### config.mk
export PLATFORM = sky130hd
export DESIGN_NAME = pmb_bridge_mode
export DESIGN_NICKNAME = d
export VERILOG_FILES = /design/src/inc/pmb_pkg.sv /design/src/design/pmb_bridge_mode.sv
export SDC_FILE = /design/constraint.sdc
export NUM_CORES = 1
export LEC_CHECK = 0
export BUFFER_PORTS_ARGS = -buffer_cell sky130_fd_sc_hd__buf_2
export CAP_MARGIN = 5
export CORE_AREA = 5 5 412 414
export DETAILED_ROUTE_END_ITERATION = 7
export DIE_AREA = 0 0 417 419
export SLEW_MARGIN = 30
export SYNTH_ARGS = -nofsm -noshare
export SYNTH_HDL_FRONTEND = slang
export SYNTH_SLANG_ARGS = --single-unit
### constraint.sdc
create_clock -name CLK -period 2.3 [get_ports CLK]
set_clock_uncertainty 0.1 [all_clocks]
set_input_delay 0.69 -clock CLK [delete_from_list [all_inputs] [get_ports CLK]]
set_output_delay 0.69 -clock CLK [all_outputs]
set_load 0.02 [all_outputs]
### src/inc/pmb_pkg.sv
// Constants, types and register map of the fabric-to-link bridge mode block
// ============================================================
// Overview of operation
// - Datapath between link and fabric is built as 64 or 128 bits, or 32 bits in one-word responder role.
// - Requester/completer role both originates link requests and accepts incoming ones.
// - Completer-only role accepts requests and sends completions, never originates requests.
// - Completer-only role leaves out the fabric transmit slave port.
// - One-word responder role is unpipelined with at most one request outstanding.
// - One-word responder role gives receive BAR masters 32-bit data always.
// - Control slave port, always present in requester/completer role and optional in completer-only role, lets fabric masters read and write bridge registers.
// - Control slave port never present in one-word responder role.
// - Multiple-message option exports MSI and MSI-X interfaces to application logic.
// - Interrupt enable powers up set when auto-enable is on, clear otherwise.
// - Auto-enable sets only the power-up value; later enable writes act normally.
package pmb_pkg;

   // ============================================================
   // Build-time roles and widths
   typedef enum logic [1:0] {
      ROLE_REQ_CPL  = 2'h0,
      ROLE_CPL_ONLY = 2'h1,
      ROLE_ONE_WORD = 2'h2
   } pmb_role_t;

   localparam int MAX_W  = 128;
   localparam int WIDE_W = 128;
   localparam int NARROW_W = 64;
   localparam int WORD_W = 32;
   localparam int ADDR_W = 32;
   localparam int TAG_W  = 8;
   localparam int EV_W   = 3;
   localparam int MSI_NUM_W  = 5;
   localparam int MSIX_IDX_W = 11;

   // ============================================================
   // Link and fabric carriers
   typedef struct packed {
      logic              write;
      logic [ADDR_W-1:0] addr;
      logic [TAG_W-1:0]  tag;
      logic [MAX_W-1:0]  data;
   } pmb_req_t;

   typedef struct packed {
      logic [TAG_W-1:0] tag;
      logic [MAX_W-1:0] data;
   } pmb_cpl_t;

   // ============================================================
   // Control slave register map (byte addresses)
   localparam logic [11:0] OFS_ISR = 12'h000;
   localparam logic [11:0] OFS_IER = 12'h004;
   localparam logic [11:0] OFS_CFG = 12'h008;

   // Event bits, shared by status and enable registers
   localparam int EV_RX_TAKEN = 0;
   localparam int EV_CPL_SENT = 1;
   localparam int EV_TX_SENT  = 2;

   localparam logic [EV_W-1:0] IER_ON  = 3'h7;
   localparam logic [EV_W-1:0] IER_OFF = 3'h0;

   // Configuration readback field positions
   localparam int CFG_ROLE_LSB = 0;
   localparam int CFG_WIDE_BIT = 4;
   localparam int CFG_MSI_BIT  = 5;
   localparam int CFG_AUTO_BIT = 6;

   // Outstanding request limit in pipelined roles and in one-word role
   localparam logic [1:0] PIPE_DEPTH = 2'h2;
   localparam logic [1:0] ONE_DEPTH  = 2'h1;

endpackage

### src/design/pmb_bridge_mode.sv
// Bridge datapath, role selection, control register slave and interrupt logic
//
// The APB interface to the registers and the register addresses were left to the implementer.
`timescale 1ns/100ps
`default_nettype none

module pmb_bridge_mode #(
   parameter pmb_pkg::pmb_role_t ROLE          = pmb_pkg::ROLE_REQ_CPL,
   parameter bit                 WIDE_DATA     = 1'b0,
   parameter bit                 CTRL_PORT_OPT = 1'b1,
   parameter bit                 MULTI_MSI     = 1'b0,
   parameter bit                 AUTO_IRQ_EN   = 1'b0
) (
   // Clock and reset
   input  wire logic                             CLK,
   input  wire logic                             RST,
   // Control register slave (APB)
   input  wire logic                             PSEL,
   input  wire logic                             PENABLE,
   input  wire logic                             PWRITE,
   input  wire logic [11:0]                      PADDR,
   input  wire logic [31:0]                      PWDATA,
   output logic [31:0]                           PRDATA,
   output logic                                  PREADY,
   output logic                                  PSLVERR,
   // Incoming link requests
   input  wire logic                             LINK_RX_VALID,
   input  wire pmb_pkg::pmb_req_t                LINK_RX_REQ,
   output logic                                  LINK_RX_READY,
   // Completions to the link
   output logic                                  LINK_CPL_VALID,
   output pmb_pkg::pmb_cpl_t                     LINK_CPL,
   input  wire logic                             LINK_CPL_READY,
   // Receive BAR master to the fabric
   output logic [pmb_pkg::ADDR_W-1:0]            RXM_ADDR,
   output logic                                  RXM_WRITE,
   output logic                                  RXM_READ,
   output logic [pmb_pkg::MAX_W-1:0]             RXM_WDATA,
   input  wire logic                             RXM_WAIT,
   input  wire logic [pmb_pkg::MAX_W-1:0]        RXM_RDATA,
   input  wire logic                             RXM_RDVALID,
   // Transmit slave from the fabric
   input  wire logic                             TXS_VALID,
   input  wire pmb_pkg::pmb_req_t                TXS_REQ,
   output logic                                  TXS_READY,
   // Requests to the link
   output logic                                  LINK_TX_VALID,
   output pmb_pkg::pmb_req_t                     LINK_TX_REQ,
   input  wire logic                             LINK_TX_READY,
   // Exported message interrupt interfaces
   input  wire logic                             MSI_REQ,
   input  wire logic [pmb_pkg::MSI_NUM_W-1:0]    MSI_NUM,
   output logic                                  MSI_ACK,
   input  wire logic                             MSIX_REQ,
   input  wire logic [pmb_pkg::MSIX_IDX_W-1:0]   MSIX_IDX,
   output logic                                  MSIX_ACK,
   // Message interrupts to the link
   output logic                                  LINK_MSI_VALID,
   output logic [pmb_pkg::MSI_NUM_W-1:0]         LINK_MSI_NUM,
   output logic                                  LINK_MSIX_VALID,
   output logic [pmb_pkg::MSIX_IDX_W-1:0]        LINK_MSIX_IDX,
   input  wire logic                             LINK_MSI_ACK,
   // Interrupt line
   output logic                                  IRQ
);

   // ============================================================
   // Build-time derived options
   localparam bit ONE_WORD  = (ROLE == pmb_pkg::ROLE_ONE_WORD);
   localparam bit HAS_TXS   = (ROLE == pmb_pkg::ROLE_REQ_CPL);
   localparam bit HAS_CTRL  = (ROLE == pmb_pkg::ROLE_REQ_CPL) ||
                              ((ROLE == pmb_pkg::ROLE_CPL_ONLY) && CTRL_PORT_OPT);
   localparam int DATA_W    = ONE_WORD  ? pmb_pkg::WORD_W :
                              WIDE_DATA ? pmb_pkg::WIDE_W : pmb_pkg::NARROW_W;
   localparam logic [pmb_pkg::MAX_W-1:0] DMASK = {pmb_pkg::MAX_W{1'b1}} >> (pmb_pkg::MAX_W - DATA_W);
   localparam logic [1:0] DEPTH = ONE_WORD ? pmb_pkg::ONE_DEPTH : pmb_pkg::PIPE_DEPTH;

   // ============================================================
   // Receive path state machine
   typedef enum logic [3:0] {
      ST_IDLE  = 4'b0001,
      ST_ISSUE = 4'b0010,
      ST_WAIT  = 4'b0100,
      ST_CPL   = 4'b1000
   } pmb_rx_state_t;

   pmb_rx_state_t     state;
   pmb_rx_state_t     next_state;
   pmb_pkg::pmb_req_t cur;
   pmb_pkg::pmb_req_t next_cur;
   pmb_pkg::pmb_cpl_t cpl;
   pmb_pkg::pmb_cpl_t next_cpl;
   logic [1:0]        outst;
   logic [1:0]        next_outst;
   logic              rx_take;
   logic              cpl_done;

   // Pipelined roles may take the next request while a completion drains
   assign LINK_RX_READY = (state == ST_IDLE) ||
                          ((state == ST_CPL) && LINK_CPL_READY && (outst < DEPTH));
   assign rx_take  = LINK_RX_VALID && LINK_RX_READY;
   assign cpl_done = (state == ST_CPL) && LINK_CPL_READY;

   always_comb begin
      next_state = state;
      next_cur   = cur;
      next_cpl   = cpl;
      next_outst = outst;
      case (state)
         ST_IDLE: begin
            if (rx_take) begin
               next_state     = ST_ISSUE;
               next_cur       = LINK_RX_REQ;
               next_cur.data  = LINK_RX_REQ.data & DMASK;
               next_outst     = 2'h1;
            end
         end
         ST_ISSUE: begin
            if (!RXM_WAIT) begin
               if (cur.write) begin
                  next_state = ST_IDLE;                     // Writes are posted: no completion
                  next_outst = 2'h0;
               end else begin
                  next_state = ST_WAIT;
               end
            end
         end
         ST_WAIT: begin
            if (RXM_RDVALID) begin
               next_state    = ST_CPL;
               next_cpl.tag  = cur.tag;
               next_cpl.data = RXM_RDATA & DMASK;
            end
         end
         ST_CPL: begin
            if (cpl_done) begin
               if (rx_take) begin
                  next_state    = ST_ISSUE;
                  next_cur      = LINK_RX_REQ;
                  next_cur.data = LINK_RX_REQ.data & DMASK;
                  next_outst    = 2'h1;
               end else begin
                  next_state = ST_IDLE;
                  next_outst = 2'h0;
               end
            end
         end
         default: begin
            next_state = ST_IDLE;
            next_outst = 2'h0;
         end
      endcase
   end

   always_ff @(posedge CLK) begin
      if (RST) begin
         state <= ST_IDLE;
         cur   <= '0;
         cpl   <= '0;
         outst <= 2'h0;
      end else begin
         state <= next_state;
         cur   <= next_cur;
         cpl   <= next_cpl;
         outst <= next_outst;
      end
   end

   // Command and data held in flip-flops through the whole issue phase
   assign RXM_ADDR       = cur.addr;
   assign RXM_WDATA      = cur.data;
   assign RXM_WRITE      = (state == ST_ISSUE) && cur.write;
   assign RXM_READ       = (state == ST_ISSUE) && !cur.write;
   assign LINK_CPL_VALID = (state == ST_CPL);
   assign LINK_CPL       = cpl;

   // ============================================================
   // Transmit path: fabric slave to link requests
   logic              tx_valid;
   logic              next_tx_valid;
   pmb_pkg::pmb_req_t tx_req;
   pmb_pkg::pmb_req_t next_tx_req;
   logic              tx_sent;

   // Single holding stage; a free stage or a draining one accepts
   assign TXS_READY = HAS_TXS && (!tx_valid || LINK_TX_READY);
   assign tx_sent   = tx_valid && LINK_TX_READY;

   always_comb begin
      next_tx_valid = tx_valid;
      next_tx_req   = tx_req;
      if (tx_sent) begin
         next_tx_valid = 1'b0;
      end
      if (TXS_VALID && TXS_READY) begin
         next_tx_valid      = 1'b1;
         next_tx_req        = TXS_REQ;
         next_tx_req.data   = TXS_REQ.data & DMASK;
      end
   end

   always_ff @(posedge CLK) begin
      if (RST) begin
         tx_valid <= 1'b0;
         tx_req   <= '0;
      end else begin
         tx_valid <= next_tx_valid;
         tx_req   <= next_tx_req;
      end
   end

   assign LINK_TX_VALID = tx_valid;     // Never set without the slave port
   assign LINK_TX_REQ   = tx_req;

   // ============================================================
   // Event status and interrupt enable
   logic [pmb_pkg::EV_W-1:0] isr;
   logic [pmb_pkg::EV_W-1:0] next_isr;
   logic [pmb_pkg::EV_W-1:0] ier;
   logic [pmb_pkg::EV_W-1:0] next_ier;
   logic [pmb_pkg::EV_W-1:0] ev;
   logic                     acc;
   logic                     hit_isr;
   logic                     hit_ier;
   logic                     hit_cfg;
   logic                     mapped;

   assign ev[pmb_pkg::EV_RX_TAKEN] = rx_take;
   assign ev[pmb_pkg::EV_CPL_SENT] = cpl_done;
   assign ev[pmb_pkg::EV_TX_SENT]  = tx_sent;

   // Zero-wait slave: every access phase completes in its first cycle
   assign acc     = PSEL && PENABLE && HAS_CTRL;
   assign hit_isr = (PADDR == pmb_pkg::OFS_ISR);
   assign hit_ier = (PADDR == pmb_pkg::OFS_IER);
   assign hit_cfg = (PADDR == pmb_pkg::OFS_CFG);
   assign mapped  = hit_isr || hit_ier || hit_cfg;

   always_comb begin
      next_isr = isr;
      next_ier = ier;
      if (acc && !PWRITE && hit_isr) begin
         next_isr = '0;                                   // Read clears
      end
      next_isr = next_isr | ev;                           // Event beats the clear
      if (acc && PWRITE && hit_ier) begin
         next_ier = PWDATA[pmb_pkg::EV_W-1:0];
      end
   end

   always_ff @(posedge CLK) begin
      if (RST) begin
         isr <= '0;
         ier <= AUTO_IRQ_EN ? pmb_pkg::IER_ON : pmb_pkg::IER_OFF;
      end else begin
         isr <= next_isr;
         ier <= next_ier;
      end
   end

   assign IRQ = |(isr & ier);

   // ============================================================
   // APB read data and answer
   logic [31:0] cfg_word;
   logic [31:0] next_prdata;

   always_comb begin
      cfg_word = '0;
      cfg_word[pmb_pkg::CFG_ROLE_LSB +: 2] = ROLE;
      cfg_word[pmb_pkg::CFG_WIDE_BIT]      = WIDE_DATA && !ONE_WORD;
      cfg_word[pmb_pkg::CFG_MSI_BIT]       = MULTI_MSI;
      cfg_word[pmb_pkg::CFG_AUTO_BIT]      = AUTO_IRQ_EN;
   end

   always_comb begin
      next_prdata = '0;
      if (HAS_CTRL && PSEL && !PENABLE && !PWRITE) begin
         if (hit_isr) begin
            next_prdata = {{(32-pmb_pkg::EV_W){1'b0}}, isr | ev};
         end else if (hit_ier) begin
            next_prdata = {{(32-pmb_pkg::EV_W){1'b0}}, ier};
         end else if (hit_cfg) begin
            next_prdata = cfg_word;
         end
      end else if (PSEL && PENABLE) begin
         next_prdata = PRDATA;
      end
   end

   always_ff @(posedge CLK) begin
      if (RST) begin
         PRDATA <= '0;
      end else begin
         PRDATA <= next_prdata;
      end
   end

   assign PREADY  = 1'b1;
   // Without the control port every access errors
   assign PSLVERR = PSEL && PENABLE && (!HAS_CTRL || !mapped);

   // ============================================================
   // Message interrupts: exported or driven from the interrupt line
   logic                           msi_v;
   logic                           next_msi_v;
   logic [pmb_pkg::MSI_NUM_W-1:0]  msi_n;
   logic [pmb_pkg::MSI_NUM_W-1:0]  next_msi_n;
   logic                           msix_v;
   logic                           next_msix_v;
   logic [pmb_pkg::MSIX_IDX_W-1:0] msix_i;
   logic [pmb_pkg::MSIX_IDX_W-1:0] next_msix_i;
   logic                           irq_d;
   logic                           msi_src;

   // Internal source signals one message per rising interrupt
   assign msi_src = MULTI_MSI ? MSI_REQ : (IRQ && !irq_d);

   always_comb begin
      next_msi_v  = msi_v;
      next_msi_n  = msi_n;
      next_msix_v = msix_v;
      next_msix_i = msix_i;
      if (msi_v && LINK_MSI_ACK) begin
         next_msi_v = 1'b0;
      end else if (msix_v && LINK_MSI_ACK) begin
         next_msix_v = 1'b0;
      end
      if (!msi_v && msi_src) begin
         next_msi_v = 1'b1;
         next_msi_n = MULTI_MSI ? MSI_NUM : '0;
      end
      if (MULTI_MSI && !msix_v && MSIX_REQ) begin
         next_msix_v = 1'b1;
         next_msix_i = MSIX_IDX;
      end
   end

   always_ff @(posedge CLK) begin
      if (RST) begin
         msi_v  <= 1'b0;
         msi_n  <= '0;
         msix_v <= 1'b0;
         msix_i <= '0;
         irq_d  <= 1'b0;
      end else begin
         msi_v  <= next_msi_v;
         msi_n  <= next_msi_n;
         msix_v <= next_msix_v;
         msix_i <= next_msix_i;
         irq_d  <= IRQ;
      end
   end

   assign LINK_MSI_VALID  = msi_v;
   assign LINK_MSI_NUM    = msi_n;
   assign LINK_MSIX_VALID = msix_v && !msi_v;
   assign LINK_MSIX_IDX   = msix_i;
   assign MSI_ACK  = MULTI_MSI && msi_v && LINK_MSI_ACK;
   assign MSIX_ACK = MULTI_MSI && msix_v && !msi_v && LINK_MSI_ACK;

endmodule

`default_nettype wire

# Word-level counts from Yosys, hierarchy flattened
# Cells that the tools add are included.
[totals]
reg_bits = 393
inputBits = 540
out_inout_bits = 526
elab_cells = 98
[classes]
magnitude_cmp = 1
eq_ne = 12
mux = 25
bitwise_logic = 4
n_reduce_logical = 38
[ops]
columns = ["operator", "n"]
rows = [
  ["two-way mux 169 bit", 2],
  ["case mux 169 bit (2 select lines)", 1],
  ["two-way mux 32 bit", 2],
  ["logical AND 1 bit", 18],
  ["two-way mux 4 bit", 4],
  ["case mux 4 bit (4 select lines)", 1],
  ["== test 12 x 3 -> 1 bit, second input constant", 1],
  ["== test 12 x 4 -> 1 bit, second input constant", 1],
  ["logical NOT 12 bit", 1],
  ["two-way mux 3 bit", 4],
  ["two-way mux 2 bit", 5],
  ["!= test 2 bit, second input constant", 4],
  ["case mux 2 bit (4 select lines)", 1],
  ["logical NOT 1 bit", 7],
  ["bitwise OR 3 bit", 2],
  ["nonzero test 2 bit", 3],
  ["two-way mux 1 bit", 5],
  ["AND reduction 5 bit", 1],
  ["== test 4 x 1 -> 1 bit, second input constant", 1],
  ["== test 4 x 2 -> 1 bit, second input constant", 1],
  ["== test 4 x 3 -> 1 bit, second input constant", 1],
  ["== test 4 bit, second input constant", 1],
  ["logical OR 1 bit", 4],
  ["!= test 2 x 1 -> 1 bit, second input constant", 2],
  ["other kinds (6)", 7],
]

# Logic depth before layout (Yosys ltp)
[depth]
ltp_word = 8
depth_mapped = 8
ltp_nobuf = 4

# Worst setup path before layout
# No wires, ideal clock.
[synth_timing]
kind = "input to output"
startpoint = "input port PADDR[9]"
endpoint = "output port PSLVERR"
arrival_ps = 1577
required_time_ps = 1510
setup_slack_ps = -67
path_stages = 3
path_buffers = 0
path_cell_list = "or4_4 -> a21oi_1 -> a31oi_1"
[synth_between]
elab_chain_len = 5
elab_cells_between_ends = 7
cone_classes = "eq/ne: 2; reduce/logical: 5"
[synth_rtl]
columns = ["element", "line_no", "text"]
rows = [
  ["start, declared", "pmb_bridge_mode.sv:21", "input wire logic [11:0] PADDR,"],
  ["== test 12 x 3 -> 1 bit or logical NOT 12 bit (tied branches)", "pmb_bridge_mode.sv:235, pmb_bridge_mode.sv:234", ""],
  ["logical OR 1 bit", "pmb_bridge_mode.sv:237", "assign mapped = hit_isr || hit_ier || hit_cfg;"],
  ["logical OR 1 bit (*)", "pmb_bridge_mode.sv:237", ""],
  ["logical NOT 1 bit (*)", "pmb_bridge_mode.sv:301", "assign PSLVERR = PSEL && PENABLE && (!HAS_CTRL || !mapped);"],
  ["logical AND 1 bit (*)", "pmb_bridge_mode.sv:301", ""],
  ["end, declared", "pmb_bridge_mode.sv:25", "output logic PSLVERR,"],
]
# Every way passes the cells marked *; elsewhere a longest branch is shown, timed or not.

# Worst setup path in the final report
[layout_timing]
startpoint = "input port PADDR[11]"
endpoint = "output port PSLVERR"
# Same word-level chain as after synthesis.

==> reports/results.ini <==
[setup_path]
critical_path_buf_inv_count=2
path_cells=buf_6, or4_4, a21oi_4, a31oi_4, buf_6
required_ps=1510
r2r-start=state[0]$_SDFFE_PP1P_
worstSetupEndpointType=output port
path_delay_family=simple AND/OR/NAND/NOR gates
worstPathArrival_ps=1730
cp_max_fo=2
max_stage_delay_ps=560
crit_slowest_cell=or4_4
crit_type=in -> out
rr_endpoint=PRDATA[0]$_SDFFE_PP0P_
start_kind=input pin
r2r_cells=6
reg2reg_slack_ps=260
path_common_cell=buf_6

[die]
die_y_um=419
io_pins=1066
die_width_um=417
initial_utilization_pct=7.852
coreArea_mm2=0.1659
dieArea_mm2=0.1747
fp-row-count=150

[cts]
worstSkewPairLatency_ps=560
htree_num_levels=2
hold_buffers=0
cts.clk_slew.worst_paths_ps=60
cts_buffers=39
cts_tree=yes
cts-root-buf=clkbuf_16
cts_num_sinks=298
cts_max_path_buffers=3

[placement]
place_area_mm2=0.01732
routabilityCongestion=0.7739
pre_cts_ws_ps=-259.3
dp_hpwl_um=78750
portBuffers=585

[routing]
routed_wirelength_um=89060
wl_per_cell_um=20.04
ant_nets=0
first_pass_iters=6
vias=12580
vias_per_cell=2.831
drc=0
drt_iter0_markers=688

[final_layout]
synthToLayoutAreaGrowth_pct=45.22
nNetsFinal=2707
nFillCells=19310
fin_area_mm2=0.01892
drive_gt1_share_pct=33.42

[synth]
synth_seq_cells=298
syn_inst=1672
syn_area_per_cell_um2=7.792
ys_seq_area_share_pct=45.79
yosysWarnings=0
synth.distinct_cells=42
netlist_area_mm2=0.01303

[grt]
grt_pass1_vias=11320
grt_pass1_wl_um=110800
antenna_found_initial=165
grt_max_degree=98
gr-total-overflow=0
grt_usage_pct=9.515

[min_path]
min_to=LINK_CPL[47]$_SDFFE_PP0P_
hp-class=in -> reg
holdPathStages=3
min_from=RXM_RDATA[47]

[power_and_ir_drop]
cellPowerDensity_mw_per_mm2=739.8
share_comb_of_total_power_pct=17.2
seqPwrFrac_pct=39.8
ir_worst_vdd_mv=0.4865
p_clk_share_pct=43.0
p_switching_mw=4.314
p_leak_nw=8.129
power.total_mw=14.00
intPower_mw=9.682
switching_share_pct=30.82

[timing]
finalMaxSlewViolations=0
fmax_mhz=396.2
setup_viol=6
tns_ps=-541.0
period_needed_ps=2524
worst_hold_slack_ps=243.8
relSlewSlack_pct=64.35
final-hold-violation-count=0
fin_crit_sh_pct=109.7
tightest_slew_ps=534.8
rsz0062_at_grt=yes
setup_ws_ps=-223.9

[run_status]
outcome=complete, but fails checks
violations=negative setup slack

[run]
cap_violations=0

[Yosys cell counts (all sizes together)]
library cell	n	area (µm²)
nor4b	2	17.52
o2bb2ai	1	8.760
a21oi	291	1456
nor3b	3	22.52
a222oi	1	10.01
nor3	2	10.01
mux2i	3	30.03
nand4	2	12.51
a31oi	2	12.51
and3b	1	8.760
nor2b	2	12.51
and3	3	18.77
nand3b	1	7.510
or4	4	37.53
o32ai	1	8.760
clkbuf	58	217.7
nor2	13	48.80
nor4	3	33.78
a311o	1	10.01
buf	374	2721
a221oi	1	8.760
dfxtp	298	5966
o211ai	1	12.51
and2	2	12.51
conb	2	7.510
inv	9	33.78
nand3	3	15.01
a311oi	3	26.28
or4b	1	10.01
nand2	571	2143
o221ai	1	8.760
o21a	1	7.510
or4bb	1	11.26
o211a	1	10.01
o21ai	6	30.03
nand2b	3	18.77
[worst reg2reg max path, delay by kind of cell (launching register included)]
family	cells	cell delay (ps)
and+or+nand+nor	1	230
AOI/OAI and AO/OA	3	940
buffers and inverters	2	260
DFF	1	400
[kinds of logic after synthesis]
family	count (synthesis)	synth area share (%)
simple gates	617	18.74
buf+inv	441	22.82
compound gates	311	12.36
flops	298	45.79
mux	3	0.2305
other cells	2	0.05765
[sequential cells by signal, summed over array words and instances, names as in the netlist]
name	flops
LINK_CPL	72
LINK_MSI_VALID	1
LINK_TX_REQ	105
LINK_TX_VALID	1
PRDATA	3
RXM_ADDR	32
RXM_WDATA	64
cur	9
ier	3
irq_d	1
isr	3
state	4
[placed cells by master (no fill, tap or decap), types with 3 or more instances in the layout]
| master | netlist | routed |
|---|---|---|
| dfxtp_2 | 0 | 3 |
| conb_1 | 2 | 241 |
| mux2i_1 | 3 | 3 |
| buf_2 | 24 | 574 |
| buf_12 | 0 | 17 |
| a21oi_1 | 291 | 290 |
| clkinv_2 | 0 | 6 |
| buf_4 | 341 | 45 |
| inv_6 | 0 | 6 |
| clkbuf_8 | 0 | 9 |
| o21ai_0 | 4 | 4 |
| dfxtp_1 | 298 | 292 |
| clkbuf_1 | 58 | 7 |
| diode_2 | 0 | 44 |
| inv_1 | 9 | 8 |
| buf_6 | 1 | 9 |
| dfxtp_4 | 0 | 3 |
| clkbuf_16 | 0 | 39 |
| nor3b_1 | 3 | 3 |
| nor2_1 | 13 | 13 |
| a311oi_1 | 3 | 3 |
| nand2_1 | 571 | 570 |
[power groups by stage]
stage          sequential (mW)  clock [mW]  combinational [mW]
2_1_floorplan             5.79           0                1.63
3_3_place_gp              5.66           0                2.42
3_5_place_dp              5.68           0                2.43
4_1_cts                   5.57        6.28                2.47
5_1_grt                   5.60        6.45                2.61
6_report                  5.57        6.02                2.40
[how the worst max path moves through the flow]
stage	start	to	slack, ps	depth (start not counted)
floorplan	PADDR[9]	PSLVERR	-20	3
global placement	PADDR[9]	PSLVERR	-250	5
detailed placement	PADDR[9]	PSLVERR	-260	5
CTS	PADDR[10]	PSLVERR	-230	5
global route	PADDR[11]	PSLVERR	-230	5
finish	PADDR[11]	PSLVERR	-220	5
[layer usage]
layer / track usage [%] / wire length [µm]
met5: 0 / 455
met4: 2.531 / 2957
met3: 6.059 / 12400
met2: 16.51 / 43460
met1: 9.463 / 29790
[area by class of cell]
type	count	area, µm²	area share (%)
timing repair buffer	647	3682	19.46
clock inverter	15	131.4	0.6944
clock buffer	55	1126	5.952
tap	2204	2758	14.58
multi-input combinational	1172	5096	26.94
inverter	9	33.78	0.1786
antenna	44	110.1	0.5820
sequential	298	5981	31.61
[timing repair]
item                                    CTS  global route
pin swaps                                 7             4
buffers inserted                         12             3
endpoints found under the setup margin    7             6
resized for setup                        33             3
[metrics by stage]
stage | instances | util [%]
after global placement | 4315 | 10.44
after detailed placement | 4315 | 10.44
after global routing | 4406 | 11.35
final | 4444 | 11.40
after floorplan | 1911 | -
after CTS | 4397 | 11.31
No activity file was read; power rests on OpenSTA's default activity.
